File: src/acc_regs.svh
// Register map, field positions, reset values and timing counts of the converter control
`ifndef ACC_REGS_SVH
`define ACC_REGS_SVH
`define ACC_ADDR_CHANNEL_ENABLE 8'hab
`define ACC_ADDR_CONVERSION_CONTROL 8'hac
`define ACC_ADDR_RESULT_HIGH 8'had
`define ACC_ADDR_RESULT_LOW 8'hae
`define ACC_ADDR_CLOCK_DIVIDER 8'haf
`define ACC_RST_CHANNEL_ENABLE 8'h00
`define ACC_RST_CONVERSION_CONTROL 8'h00
`define ACC_RST_RESULT 8'h00
`define ACC_RST_CLOCK_DIVIDER 8'h00
`define ACC_BIT_START 7
`define ACC_BIT_ALIGN 6
`define ACC_CTRL_MASK 8'hc7
`define ACC_DIV_MASK 8'h1f
`define ACC_CONV_CLOCKS 5'h17
`define ACC_INT_VECTOR 8'h53
`endif
File: src/acc_pkg.sv
// Types shared by the converter control modules
package acc_pkg;
   typedef enum logic [1:0] {
      ACC_IDLE = 2'b00,
      ACC_SAMPLE = 2'b01,
      ACC_DONE = 2'b11
   } acc_state_type;

   typedef struct packed {
      logic wr;
      logic rd;
      logic [7:0] addr;
      logic [7:0] wdata;
   } acc_sfr_req_type;

   typedef struct packed {
      logic [7:0] channel_enable;
      logic start;
      logic align;
      logic [2:0] channel_select;
      logic [4:0] divider;
      logic [7:0] result_high;
      logic [7:0] result_low;
      logic [7:0] rdata;
      acc_state_type state;
      logic [4:0] clocks_left;
      logic irq;
      logic core_start;
   } acc_state_all_type;
endpackage

File: src/acc_adc_control.sv
// Behaviour
// - Eight input channels, each result a 10-bit value in the result registers.
// - Interrupt requests are made on the vector at 53H.
// - Bit i of channel_enable enables channel i, and the register resets to zero.
// - Setting bit 7 of conversion_control starts a conversion on the selected channel.
// - Alignment 0 puts result 9..2 in result_high and result 1..0 in result_low 1..0.
// - Alignment 1 puts result 9..8 in result_high 1..0 and result 7..0 in result_low.
// - channel_select bits 2..0 pick channels 0 to 7 by binary value.
// - The converter clock is the system clock over 2*(divider+1).
// - A conversion lasts 23 converter clocks, 46 to 1472 system clocks.
`timescale 1ns/1ps
`include "acc_regs.svh"
module acc_adc_control #(
   parameter int RES_W = 10,
   parameter int CH_N = 8
) (
   input wire logic i_clk, // 40 MHz system clock
   input wire logic i_rst, // synchronous reset, active high
   input wire logic i_sfr_wr, // special function register write strobe
   input wire logic i_sfr_rd, // special function register read strobe
   input wire logic [7:0] i_sfr_addr, // direct address
   input wire logic [7:0] i_sfr_wdata, // write data
   input wire logic [RES_W-1:0] i_core_data, // converter core result
   input wire logic i_irq_ack, // interrupt taken by the controller
   output logic [7:0] o_sfr_rdata, // registered read data
   output logic [CH_N-1:0] o_channel_enable, // per-channel analog enables
   output logic [2:0] o_channel_select, // multiplexer select
   output logic o_core_start, // sample strobe to the core
   output logic o_busy, // conversion in progress
   output logic o_irq, // interrupt request level
   output logic [7:0] o_irq_vector // vector address of the request
);
   acc_pkg::acc_state_all_type s_reg;
   acc_pkg::acc_state_all_type s_next;
   logic tick;
   logic running;

   assign running = (s_reg.state == acc_pkg::ACC_SAMPLE);

   acc_clock_divider #(
      .DIV_W(5)
   ) u_div (
      .i_clk(i_clk),
      .i_rst(i_rst),
      .i_run(running),
      .i_divider(s_reg.divider),
      .o_tick(tick)
   );

   function automatic logic hit(input logic [7:0] a, input logic [7:0] b);
      hit = (a == b);
   endfunction

   always_comb begin
      s_next = s_reg;
      s_next.core_start = 1'b0;
      s_next.rdata = 8'h00;
      if (i_irq_ack) begin
         s_next.irq = 1'b0;
      end
      if (i_sfr_wr) begin
         if (hit(i_sfr_addr, `ACC_ADDR_CHANNEL_ENABLE)) begin
            s_next.channel_enable = i_sfr_wdata;
         end
         if (hit(i_sfr_addr, `ACC_ADDR_CONVERSION_CONTROL)) begin
            s_next.align = i_sfr_wdata[`ACC_BIT_ALIGN];
            s_next.channel_select = i_sfr_wdata[2:0];
            // Start cannot be cleared mid-conversion by software
            if (i_sfr_wdata[`ACC_BIT_START]) begin
               s_next.start = 1'b1;
            end
         end
         if (hit(i_sfr_addr, `ACC_ADDR_CLOCK_DIVIDER)) begin
            s_next.divider = i_sfr_wdata[4:0];
         end
      end
      if (i_sfr_rd) begin
         if (hit(i_sfr_addr, `ACC_ADDR_CHANNEL_ENABLE)) begin
            s_next.rdata = s_reg.channel_enable;
         end else if (hit(i_sfr_addr, `ACC_ADDR_CONVERSION_CONTROL)) begin
            s_next.rdata = {s_reg.start, s_reg.align, 3'h0, s_reg.channel_select};
         end else if (hit(i_sfr_addr, `ACC_ADDR_RESULT_HIGH)) begin
            s_next.rdata = s_reg.result_high;
         end else if (hit(i_sfr_addr, `ACC_ADDR_RESULT_LOW)) begin
            s_next.rdata = s_reg.result_low;
         end else if (hit(i_sfr_addr, `ACC_ADDR_CLOCK_DIVIDER)) begin
            s_next.rdata = {3'h0, s_reg.divider};
         end
      end
      unique case (s_reg.state)
         acc_pkg::ACC_IDLE: begin
            if (s_reg.start) begin
               s_next.state = acc_pkg::ACC_SAMPLE;
               s_next.clocks_left = `ACC_CONV_CLOCKS;
               s_next.core_start = 1'b1;
            end
         end
         acc_pkg::ACC_SAMPLE: begin
            if (tick) begin
               s_next.clocks_left = s_reg.clocks_left - 5'h01;
               if (s_reg.clocks_left == 5'h01) begin
                  s_next.state = acc_pkg::ACC_DONE;
               end
            end
         end
         acc_pkg::ACC_DONE: begin
            if (s_reg.align) begin
               s_next.result_high = {6'h00, i_core_data[9:8]};
               s_next.result_low = i_core_data[7:0];
            end else begin
               s_next.result_high = i_core_data[9:2];
               s_next.result_low = {6'h00, i_core_data[1:0]};
            end
            // finish: clear start, raise request; set wins over ack
            s_next.start = 1'b0;
            s_next.irq = 1'b1;
            s_next.state = acc_pkg::ACC_IDLE;
         end
         default: begin
            s_next.state = acc_pkg::ACC_IDLE;
         end
      endcase
   end

   always_ff @(posedge i_clk) begin
      if (i_rst) begin
         s_reg <= '0;
         s_reg.channel_enable <= `ACC_RST_CHANNEL_ENABLE;
      end else begin
         s_reg <= s_next;
      end
   end

   assign o_channel_enable = s_reg.channel_enable;
   assign o_channel_select = s_reg.channel_select;
   assign o_core_start = s_reg.core_start;
   assign o_busy = running;
   assign o_irq = s_reg.irq;
   assign o_sfr_rdata = s_reg.rdata;
   assign o_irq_vector = `ACC_INT_VECTOR;
endmodule

File: src/acc_clock_divider.sv
// Converter clock divider: one tick every 2*(divider+1) system clocks
`timescale 1ns/1ps
`include "acc_regs.svh"
module acc_clock_divider #(
   parameter int DIV_W = 5
) (
   input wire logic i_clk, // system clock
   input wire logic i_rst, // synchronous reset
   input wire logic i_run, // count while high
   input wire logic [DIV_W-1:0] i_divider, // clock select field
   output logic o_tick // one-cycle converter clock edge
);
   typedef struct packed {
      logic [DIV_W+1:0] count;
      logic tick;
   } acc_div_state_type;

   acc_div_state_type state_reg;
   acc_div_state_type state_next;
   logic [DIV_W+1:0] last;

   assign last = {1'b0, i_divider, 1'b1};

   always_comb begin
      state_next = state_reg;
      state_next.tick = 1'b0;
      if (!i_run) begin
         state_next.count = '0;
      end else if (state_reg.count == last) begin
         state_next.count = '0;
         state_next.tick = 1'b1;
      end else begin
         state_next.count = state_reg.count + 1'b1;
      end
   end

   always_ff @(posedge i_clk) begin
      if (i_rst) begin
         state_reg <= '0;
      end else begin
         state_reg <= state_next;
      end
   end

   assign o_tick = state_reg.tick;
endmodule

File: config.mk
export PLATFORM = sky130hd
export DESIGN_NAME = acc_adc_control
export DESIGN_NICKNAME = d
export VERILOG_FILES = /design/src/acc_pkg.sv /design/src/acc_adc_control.sv /design/src/acc_clock_divider.sv
export VERILOG_INCLUDE_DIRS = /design/src /design/src/src
export SDC_FILE = /design/constraint.sdc
export NUM_CORES = 1
export LEC_CHECK = 0
export BUFFER_PORTS_ARGS = -buffer_cell sky130_fd_sc_hd__buf_2
export CAP_MARGIN = 20
export CORE_MARGIN = 3
export CORE_UTILIZATION = 53
export CTS_BUF_LIST = sky130_fd_sc_hd__clkbuf_16
export DETAILED_ROUTE_END_ITERATION = 8
export GPL_ROUTABILITY_DRIVEN = 0
export PLACE_DENSITY = 0.8
export SLEW_MARGIN = 10
export SYNTH_ARGS = -nofsm -noshare
export SYNTH_HDL_FRONTEND = slang
export SYNTH_SLANG_ARGS = --single-unit
File: constraint.sdc
create_clock -name i_clk -period 1.8 [get_ports i_clk]
set_input_delay 0 -clock i_clk [delete_from_list [all_inputs] [get_ports i_clk]]
set_output_delay 0 -clock i_clk [all_outputs]
set_load 0.01 [all_outputs]
---- Word level (Yosys, flattened, before mapping) ----
Cells that the tools add are included.
cells by class
  add/subtract/negate cells ............... 2
  equality and inequality tests ........... 12
  multiplexer cells ....................... 15
  bitwise operators ....................... 3
  reductions and logical operators ........ 14
operators by type and width
  kind                                              count
  == test 8 bit, second input constant              5
  2-to-1 mux 8 bit                                  4
  2-to-1 mux 16 bit                                 1
  2-to-1 mux 7 bit                                  2
  case mux 5 bit (2 select lines)                   1
  AND reduction 3 bit                               3
  OR reduction 2 bit                                4
  adder 7 x 1 -> 7 bit, second input constant       1
  == test 7 x 6 -> 1 bit                            1
  != test 2 bit, second input constant              3
  AND reduction 2 bit                               3
  == test 5 x 1 -> 1 bit, second input constant     1
  2-to-1 mux 5 bit                                  1
  subtractor 5 x 1 -> 5 bit, second input constant  1
  2-to-1 mux 1 bit                                  4
  case mux 2 bit (2 select lines)                   1
  nonzero test 2 bit                                2
  NOT 1 bit                                         3
  OR reduction 3 bit                                1
  == test 2 x 1 -> 1 bit, second input constant     1
  == test 2 bit, second input constant              1
  zero test 2 bit                                   1
  2-to-1 mux 2 bit                                  1
storage, ports and cells
  register bits ........................... 59
  output and inout port bits .............. 30
  word-level logic and storage cells ...... 60

---- Longest topological paths before layout ----
Gate-level depths: netlist (run 1).
  depth in word-level cells ............... 6
  gate-level depth with buffers ........... 6
  depth with buffers taken out ............ 6

---- Cells and area by module ----
A second synthesis (run 1) with hierarchy kept.
second synthesis, totals
  cells, all modules ...................... 290
  area total of the unflattened synthesis .. 2,819.0 um2
modules (own cells, without submodules)
  module             instances  cells an instance  area each (um2)  sequential area each (um2)
  acc_adc_control    1          247                2,351.0          1,021.0
  acc_clock_divider  1          43                 467.9            160.2

---- Least setup slack after synthesis (run 1) ----
Ideal clock, no wire load.
  kind .................................... flip-flop to flip-flop
  start point ............................. reg s_reg[7] (netlist bit)
  end point ............................... reg u_div.state_reg, in the netlist u_div.o_tick
  library setup time ...................... 0.092 ns
  arrival time ............................ 1.257 ns
  data required time ...................... 1.708 ns
  slack ................................... 0.452 ns
  cell stages (with the launch flop) ...... 6
  path buffers ............................ 2
  period minus slack after synthesis ...... 1.348 ns
  cell sequence ........................... dfxtp_1 clkbuf_2 nor2b_1 nand2b_1 clkbuf_1 nor4_1
on the way
  cells in the longest elaborated chain, start to end .. 3
ends and longest elaborated chain
  element                       RTL line                 source
  from (decl)                   acc_adc_control.sv:33    acc_pkg::acc_state_all_type s_reg;
  from (signal assigned)        acc_adc_control.sv:130   s_reg <= s_next;
  == test 2 x 1 -> 1 bit        acc_adc_control.sv:38    assign running = (s_reg.state == acc_pkg::ACC_SAMPLE);
  net o_busy                    acc_adc_control.sv:29    output logic o_busy,
  NOT 1 bit (no line)           -
  OR reduction 2 bit (no line)  -
  to (signal assigned)          acc_clock_divider.sv:41  state_reg <= state_next;
  to (decl)                     acc_clock_divider.sv:18  acc_div_state_type state_reg;
The timed path passes the listed nets, and every way through them passes these cells.
A chain may end at the register's enable or synchronous reset.

---- Worst setup path in the final report (run 1) ----
  start point ............................. reg s_reg[8] (netlist bit)
  end point ............................... reg s_reg[27] (netlist bit)
on the way
  cells in the longest elaborated chain, start to end .. 1
ends and longest elaborated chain
  element        RTL line               source
  == test 2 bit  acc_adc_control.sv:90  unique case (s_reg.state)
No other way between the ends.

==> impl_metrics.yaml, run 1 <==
logic_synthesis:
  syn_avg_cell_area_um2: 9.709
  syn_area_um2: 2670
  ys_types: 43
  ys_warn_count: 0
  seq_area_frac_synth_pct: 44.24
  netlist_instances: 275
  synth-seq-cells: 59
hold_path:
  hold_path.class: "primary input to register"
  hp-start: "i_rst"
setup_path:
  start_kind: "register"
  cp_max_fo: 8
  critPathKind: "register to register"
  rr_startpoint: "s_reg[8]"
  cp.required_ns: 2.07
  arrival_ns: 1.72
  endpoint_kind: "register"
  startpoint: "s_reg[8]"
global_route:
  grt.overflow.total: 0
  antenna_found_initial: 0
  grt_max_degree: 18
  grt_pass1_wl_um: 9908
  first_global_vias: 1962
  grtUsageTotal_pct: 21.56
cts:
  cts_buffer_depth: 2
  clock-sinks: 59
  cts_tree: "yes"
  cts-buffers-inserted: 9
  clock_latency_ns: 0.32
  clkTransAtPathRegs_ns: 0.05
  ctsHtreeMaxLevel: 3
  cts_root_buf: "clkbuf_16"
  cts_setup_buffers: 0
routing:
  drt-pass1-iter-count: 4
  drt_iter0_markers: 167
  vias_per_cell: 5.173
  avgRoutedWirePerCell_um: 14.76
  drt_wl_total_um: 5904
  ant_nets: 0
  num_vias: 2069
  drc: 0
cells_and_area:
  final_cell_mix: "dfxtp_1 (59), buf_2 (52), nor2_1 (36)"
  layout_commonest_cell: "dfxtp_1"
  drive_above_1_share_pct: 24.02
  regArea_um2: 1181
  utilization_pct: 68.03
  diodes: 0
  design_area_um2: 3256
  area_growth_pct: 21.93
  finalNetCount: 362
  fill_cells: 365
  multi_input_area_um2: 1227
  largest_reg_flops: 30
die:
  placementRows: 25
  die_area_um2: 5925
  coreArea_um2: 4786
  io_pins: 61
  start_util_pct: 55.79
  die_h_um: 76.98
  fp.dieW_um: 76.98
power:
  cellPowerDensity_nw_per_um2: 890.9
  power_mw: 2.900
  p_leak_nw: 1.328
  worst_ir_drop_vdd_v: 0.0006847
run:
  drv_cap: 0
timing:
  fin_crit_ns: 1.453
  finalHoldViolCount: 0
  fin_skew_ns: 0.005170
  setup-tns-final_ns: 0
  clock.fmax_mhz: 688.1
  layout_setup_ws_ns: 0.3466
  drv_slew: 0
  worstMarginPinSlew_ns: 0.5554
  grt_setup_unrepaired: "no"
  slew_headroom_pct: 62.77
  finalCritPeriodShare_pct: 80.74
  setup-violations-final: 0
placement:
  post-dp-hpwl_um: 4096
  dpl-instance-area_um2: 2813
  port_buffers: 52
  dp_slack_ns: 0.3457
status:
  status: "complete, no violations"
## repair_timing
action | in CTS | in global routing
hold buffers | 19 | 0
hold endpoints to repair | 35 | 0
resized for setup | 0 | 0
## metal layers
metal,routed length (um),part of all wire [%],global-route usage (%)
met3,384,6.5,7.042
met5,0,0,0
met1,2779,47,28.95
met2,2652,45,31.79
met4,87,1.5,9.075
## path summary, 6_finish.rpt
kind                   to  slack, ns  depth (start not counted)
min reg2reg         o_irq       0.44                          2
min          o_core_start       0.03                          2
max             s_reg[27]       0.35                          4
max reg2reg     s_reg[27]       0.35                          4
## cells in the mapped netlist
master | number | area [um^2]
a211oi_1 | 1 | 7.510
a211oi_2 | 1 | 12.51
a21oi_1 | 6 | 30.03
a222oi_1 | 3 | 30.03
a22o_1 | 18 | 157.7
a22oi_1 | 2 | 15.01
a311oi_1 | 2 | 17.52
a311oi_2 | 1 | 15.01
a31oi_1 | 1 | 6.260
a32oi_1 | 2 | 17.52
and2_1 | 1 | 6.260
and3b_1 | 1 | 8.760
buf_1 | 1 | 3.750
buf_2 | 4 | 20.02
buf_4 | 29 | 217.7
clkbuf_1 | 6 | 22.52
clkbuf_2 | 1 | 5.000
conb_1 | 2 | 7.510
dfxtp_1 | 59 | 1181
ha_1 | 3 | 37.54
inv_1 | 4 | 15.01
mux2_2 | 6 | 67.56
mux2i_1 | 20 | 200.2
nand2_1 | 11 | 41.29
nand2b_1 | 2 | 12.51
nand3_1 | 6 | 30.03
nand4_1 | 1 | 6.260
nand4bb_4 | 1 | 27.53
nor2_1 | 36 | 135.1
nor2b_1 | 8 | 50.05
nor3_1 | 10 | 50.05
nor3_2 | 1 | 10.01
nor3_4 | 1 | 16.27
nor3b_1 | 2 | 15.01
nor4_1 | 2 | 12.51
o21ai_0 | 2 | 10.01
o22ai_1 | 1 | 6.260
or2_2 | 1 | 6.260
or3_1 | 1 | 6.260
or3b_1 | 1 | 8.760
or4b_1 | 1 | 10.01
xnor2_1 | 9 | 78.83
xor2_1 | 4 | 35.03
## stage by stage
stage / std cells / hold slack (ns)
after global routing: 400 / 0.04649
after global placement: 365 / 0.2113
after detailed placement: 365 / 0.2170
after floorplan: 281 / 0.1255
final: 400 / 0.03143
after CTS: 400 / 0.01730
## critical path: stages (launching register included)
cell and delay (ns):
dfxtp_1 0.45, nand2_1 0.13, or2_2 0.32, nor2_1 0.30, a22o_1 0.19
## cell type report
type | instances | share of cell area (%)
tap | 67 | 2.575
multi-input combinational | 177 | 37.70
clock buffer | 9 | 6.918
sequential | 59 | 36.28
timing repair buffer | 77 | 15.22
clock inverter | 7 | 0.8455
inverter | 4 | 0.4612
## power by group
| group | switching (mW) | leakage, nW | internal, mW | total [mW] |
|---|---|---|---|---|
| Combinational | 0.0775 | 0.722 | 0.0696 | 0.147 |
| Sequential | 0.000851 | 0.475 | 1.31 | 1.31 |
| Clock | 0.548 | 0.132 | 0.895 | 1.44 |
## cell families (layout without fill, tap and decap cells)
group | count (synthesis) | after routing | synth area share [%]
AND/OR/NAND/NOR | 87 | 87 | 16.96
flip-flops | 59 | 59 | 44.24
buffers and inverters | 45 | 97 | 10.64
AO/OA/AOI/OAI | 40 | 40 | 12.18
multiplexers | 26 | 26 | 10.03
XOR/XNOR | 13 | 13 | 4.264
adder cells (fa/ha/maj) | 3 | 3 | 1.406
other | 2 | 8 | 0.2813
(Power assumes the default switching activity.)
==> run 2: changes to the inputs <==
- CORE_UTILIZATION: 53 -> 48
- PLACE_DENSITY: 0.8 -> 0.76
- clock period: 1.8 -> 1.3 ns (I/O delays scaled with it)
==> run 2 against run 1 <==
Compared with the run above: the run now ends with setup timing left; power up 39%; sequential power rose by 38%; global-route usage is 1.7 points lower; flip-flop and latch count unchanged; fmax rose by 10%; die area up 9.6%; routed wire length is 1.3% higher; first-iteration DRC count shrank 32%; clock power is 38% higher.
==> impl_metrics.yaml, run 2 (synthesis gave the netlist of run 1 again) <==
status:
  status: "finished with violations"
  violations: "setup timing"
power:
  p_leak_nw: 1.424
  switchingPower_mw: 0.8628
  comb_power_share_pct: 5.6
  worst_ir_drop_vdd_v: 0.0009442
  power_frac_clock_pct: 49.5
  intPower_mw: 3.167
  pwr-share-seq_pct: 44.9
  power_mw: 4.030
  cellPowerDensity_nw_per_um2: 1174
  swShare_pct: 21.41
timing:
  setup-violations-final: 1
  layout_setup_ws_ns: -0.01642
  finalHoldViolCount: 0
  finalCritPeriodShare_pct: 101.3
  fin_crit_ns: 1.316
  drv_slew: 0
  setup-tns-final_ns: -0.01642
  clock.fmax_mhz: 759.6
  fin_skew_ns: 0.002879
  grt_setup_unrepaired: "yes"
setup_path:
  path_buf_inv: 0
  slowest_delay_ns: 0.35
  arrival_ns: 1.52
  r2r_slack_ns: -0.02
  cp_max_fo: 3
  startpoint: "s_reg[33]"
  crit_slowest_cell: "dfxtp_4"
  crit_end: "o_sfr_rdata[0]"
  critPathKind: "register to register"
  start_kind: "register"
  path_cells: "mux2_2 -> a22o_1 -> a222oi_1 -> nor2_1"
  rr_startpoint: "s_reg[33]"
  r2r-end: "o_sfr_rdata[0]"
  ff2ff_path_depth: 4
  cp.required_ns: 1.50
  critical_path.top_delay_family: "compound AO/OA/AOI/OAI gates"
  cp_num_cells: 4
  endpoint_kind: "register"
cells_and_area:
  fin_cells: 417
  largest_reg_flops: 30
  final_cell_mix: "dfxtp_1 (54), buf_2 (52), nor2_1 (36)"
  finalNetCount: 376
  design_area_um2: 3433
  drive_above_1_share_pct: 30.26
  area_growth_pct: 28.58
  utilization_pct: 65.55
  fill_cells: 421
  diodes: 0
  layout_commonest_cell: "dfxtp_1"
die:
  die_h_um: 80.59
  coreArea_um2: 5238
  fp.dieW_um: 80.59
  start_util_pct: 50.98
  placementRows: 26
  die_area_um2: 6494
  io_pins: 61
global_route:
  first_global_vias: 2037
  grt.overflow.total: 0
  grt_max_degree: 30
  grtUsageTotal_pct: 19.87
  antenna_found_initial: 0
  grt_pass1_wl_um: 9735
placement:
  port_buffers: 52
  place_inst: 381
  post-dp-hpwl_um: 4303
  dpl-instance-area_um2: 2942
routing:
  drt-pass1-iter-count: 4
  drc: 0
  drt_wl_total_um: 5982
  drt_iter0_markers: 113
  num_vias: 2144
  avgRoutedWirePerCell_um: 14.35
  vias_per_cell: 5.141
  ant_nets: 0
cts:
  clock-sinks: 59
  cts-buffers-inserted: 9
  cts_root_buf: "clkbuf_16"
  cts_buffer_depth: 2
  clock_latency_ns: 0.32
  clkTransAtPathRegs_ns: 0.05
  cts_setup_buffers: 0
  ctsHtreeMaxLevel: 3
  cts_tree: "yes"
run:
  drv_cap: 0
hold_path:
  hold_path.class: "primary input to register"
## run 2: cell count changes in the layout (fill, tap and decap cells not counted), sizes merged
cell         before  now
buf              58   71
clkinv            5    4
dlygate4sd3      19   20
inv               6    7
## run 2: stage by stage
| stage | hold slack (ns) | worst slack, ns |
|---|---|---|
| global placement | 0.2194 | 0.009935 |
| CTS | 0.06740 | 0.0007959 |
| detailed placement | 0.2191 | -0.02257 |
| finish | 0.07927 | -0.01642 |
| global route | 0.09377 | -0.05876 |
| floorplan | 0.1255 | 0.02078 |
## run 2: how the worst min path moves through the flow
stage	end	depth (start not counted)	start
floorplan	s_reg[19]	1	i_core_data[2]
global placement	s_reg[18]	2	i_core_data[1]
detailed placement	s_reg[18]	2	i_core_data[1]
CTS	o_sfr_rdata[6]	3	i_sfr_addr[2]
global route	o_sfr_rdata[6]	3	i_sfr_addr[2]
finish	o_sfr_rdata[6]	3	i_sfr_addr[2]
## run 2: layout make-up
| type | instances | area (um^2) | share of cell area (%) |
|---|---|---|---|
| Sequential cell | 59 | 1192 | 34.73 |
| Clock buffer | 9 | 225.2 | 6.560 |
| Inverter | 4 | 15.01 | 0.4373 |
| Timing Repair Buffer | 91 | 628.1 | 18.29 |
| Multi-Input combinational cell | 177 | 1256 | 36.59 |
| Tap cell | 70 | 87.58 | 2.551 |
| Clock inverter | 7 | 28.78 | 0.8382 |
## run 2: power groups by stage
stage / Clock (mW) / Combinational, mW / Sequential (mW)
2_1_floorplan: 0 / 0.0990 / 1.85
3_3_place_gp: 0 / 0.177 / 1.85
3_5_place_dp: 0 / 0.178 / 1.85
4_1_cts: 2.02 / 0.225 / 1.81
5_1_grt: 2.12 / 0.245 / 1.81
6_report: 1.99 / 0.226 / 1.81
## run 2: timing repair
action	4_1_cts	5_1_grt
setup endpoints to repair	2	13
hold endpoints to repair	34	0
pin swaps	0	2
gates cloned	0	0
resized for setup	4	9
hold buffers	20	0
## run 2: per-layer routing
metal	global-route usage, %	routed length [um]
met1	26.63	2798
met2	29.30	2698
met3	5.605	374
met4	9.291	110
met5	0	0
## run 2: worst min-delay path: stages
cell     delay (ns)
buf_2          0.13
a22oi_1        0.15
nor3_1         0.07
==> run 3: changes to the inputs <==
- BUFFER_PORTS_ARGS: -buffer_cell sky130_fd_sc_hd__buf_2 -> -buffer_cell sky130_fd_sc_hd__buf_4
==> run 3 against run 2 <==
Compared with the run above: the flow still finishes with violations (setup timing); utilization is 2.7 points higher; clock-buffer cell count stayed put; clock skew rose by 0.0049 ns; power up 6.0%; flip-flop and latch count did not move; via count is 1.9% higher; sequential share of layout area shrank 1.5 points; critical path depth did not move; final cell count increased by 0.72%; first-iteration DRC count up 44%; critical endpoint unchanged; largest power group unchanged.
==> impl_metrics.yaml, run 3 (synthesis gave the netlist of run 1 again) <==
cells_and_area:
  finalNetCount: 379
  area_growth_pct: 33.97
  largest_reg_flops: 30
  diodes: 0
  design_area_um2: 3577
  fill_cells: 383
  final_cell_mix: "buf_4 (73), dfxtp_1 (54), nor2_1 (35)"
  layout_commonest_cell: "buf_4"
  drive_above_1_share_pct: 30.29
routing:
  drt-pass1-iter-count: 5
  ant_nets: 0
  avgRoutedWirePerCell_um: 15.29
  vias_per_cell: 5.200
  drt_iter0_markers: 163
  drt_wl_total_um: 6421
  num_vias: 2184
  drc: 0
hold_path:
  hold_path.class: "primary input to register"
die:
  die_h_um: 80.59
  placementRows: 26
  start_util_pct: 50.98
  io_pins: 61
  die_area_um2: 6494
  fp.dieW_um: 80.59
  coreArea_um2: 5238
setup_path:
  path_cells: "mux2_4 -> a22o_1 -> a222oi_1 -> nor2_1"
  r2r_slack_ns: -0.06
  r2r-end: "o_sfr_rdata[0]"
  rr_startpoint: "s_reg[33]"
  cp_max_fo: 3
  arrival_ns: 1.55
  path_buf_inv: 0
  cp.required_ns: 1.50
  startpoint: "s_reg[33]"
  ff2ff_path_depth: 4
  crit_end: "o_sfr_rdata[0]"
  slowest_delay_ns: 0.34
  cp_num_cells: 4
  crit_slowest_cell: "a222oi_1"
  critical_path.top_delay_family: "compound AO/OA/AOI/OAI gates"
  critPathKind: "register to register"
  start_kind: "register"
  endpoint_kind: "register"
cts:
  cts-buffers-inserted: 9
  cts_buffer_depth: 2
  clkTransAtPathRegs_ns: 0.05
  cts_tree: "yes"
  cts_root_buf: "clkbuf_16"
  clock_latency_ns: 0.32
  clock-sinks: 59
  ctsHtreeMaxLevel: 3
timing:
  grt_setup_unrepaired: "yes"
  finalCritPeriodShare_pct: 104.4
  clock.fmax_mhz: 736.5
  fin_crit_ns: 1.358
  finalHoldViolCount: 0
  drv_slew: 0
  fin_skew_ns: 0.007776
  layout_setup_ws_ns: -0.05776
  setup-violations-final: 1
power:
  intPower_mw: 3.391
  cellPowerDensity_nw_per_um2: 1194
  pwr-share-seq_pct: 42.5
  switchingPower_mw: 0.8802
  worst_ir_drop_vdd_v: 0.0007236
  power_frac_clock_pct: 51.6
  power_mw: 4.271
  p_leak_nw: 1.468
  comb_power_share_pct: 5.9
  swShare_pct: 20.61
placement:
  post-dp-hpwl_um: 4409
  dpl-instance-area_um2: 3054
  port_buffers: 52
status:
  status: "finished with violations"
  violations: "setup timing"
global_route:
  grt_pass1_wl_um: 10160
  grt.overflow.total: 0
  antenna_found_initial: 0
  grt_max_degree: 18
  grtUsageTotal_pct: 20.85
  first_global_vias: 2040
run:
  drv_cap: 0
==> run 3: cell types whose count changed in the layout (fill, tap and decap cells not counted), moves of 2 or more <==
cell	before	now
buf_2	52	0
buf_4	17	73
dfxtp_2	3	5
dfxtp_4	2	0
buf_12	2	0
==> run 3: power groups by stage <==
stage / Clock, mW / Combinational (mW) / Sequential (mW)
detailed placement: 0 / 0.199 / 1.85
finish: 2.20 / 0.254 / 1.81
global placement: 0 / 0.197 / 1.85
floorplan: 0 / 0.0990 / 1.85
global route: 2.32 / 0.272 / 1.81
CTS: 2.22 / 0.251 / 1.81
==> run 3: layout make-up <==
| cell class | instances | area [um^2] | area share (%) |
|---|---|---|---|
| clock inverter | 7 | 53.80 | 1.504 |
| clock buffer | 9 | 225.2 | 6.296 |
| timing repair buffer | 94 | 758.2 | 21.20 |
| multi-input combinational | 177 | 1250 | 34.94 |
| tap | 70 | 87.58 | 2.448 |
| inverter | 4 | 15.01 | 0.4197 |
| sequential | 59 | 1187 | 33.19 |
==> run 3: per-layer routing <==
metal,GRT usage (%),wire length [um],vias to the layer above
li1,-,-,1069
met4,7.095,94,0
met1,28.59,2991,1026
met2,31.13,2883,81
met5,0,0,-
met3,6.054,452,8
==> run 3: worst register-to-register path, stage by stage, from the launching register on <==
cell and delay [ns]:
dfxtp_2 0.33, mux2_4 0.25, a22o_1 0.21, a222oi_1 0.34, nor2_1 0.10
==> run 3: through the flow <==
step                worst slack (ns)  hold WS, ns  std cells  util (%)  setup TNS [ns]
global placement           -0.006461       0.2098        382     58.31        -0.01118
finish                      -0.05776      0.02936        420     68.30        -0.05776
detailed placement          -0.01938       0.2223        382     58.31        -0.03533
global route                 -0.1208      0.05621        420     68.30         -0.2455
CTS                         -0.05351      0.01991        419     67.85        -0.05351
floorplan                    0.02078       0.1255        281         -               0
==> run 3: worst min-delay path by stage <==
stage | startpoint | end | cells past startpoint
after global routing | i_rst | o_irq | 3
after global placement | i_core_data[0] | s_reg[17] | 2
final | i_rst | o_irq | 3
after CTS | i_sfr_addr[2] | o_sfr_rdata[1] | 3
after detailed placement | i_core_data[4] | s_reg[21] | 2
after floorplan | i_core_data[2] | s_reg[19] | 1
==> run 3: repair_timing <==
item	in CTS	in global routing
setup buffers	0	1
gates resized for setup	3	8
endpoints found under the hold margin	35	0
setup endpoints to repair	2	19
pin swaps	0	5
hold buffers	21	0
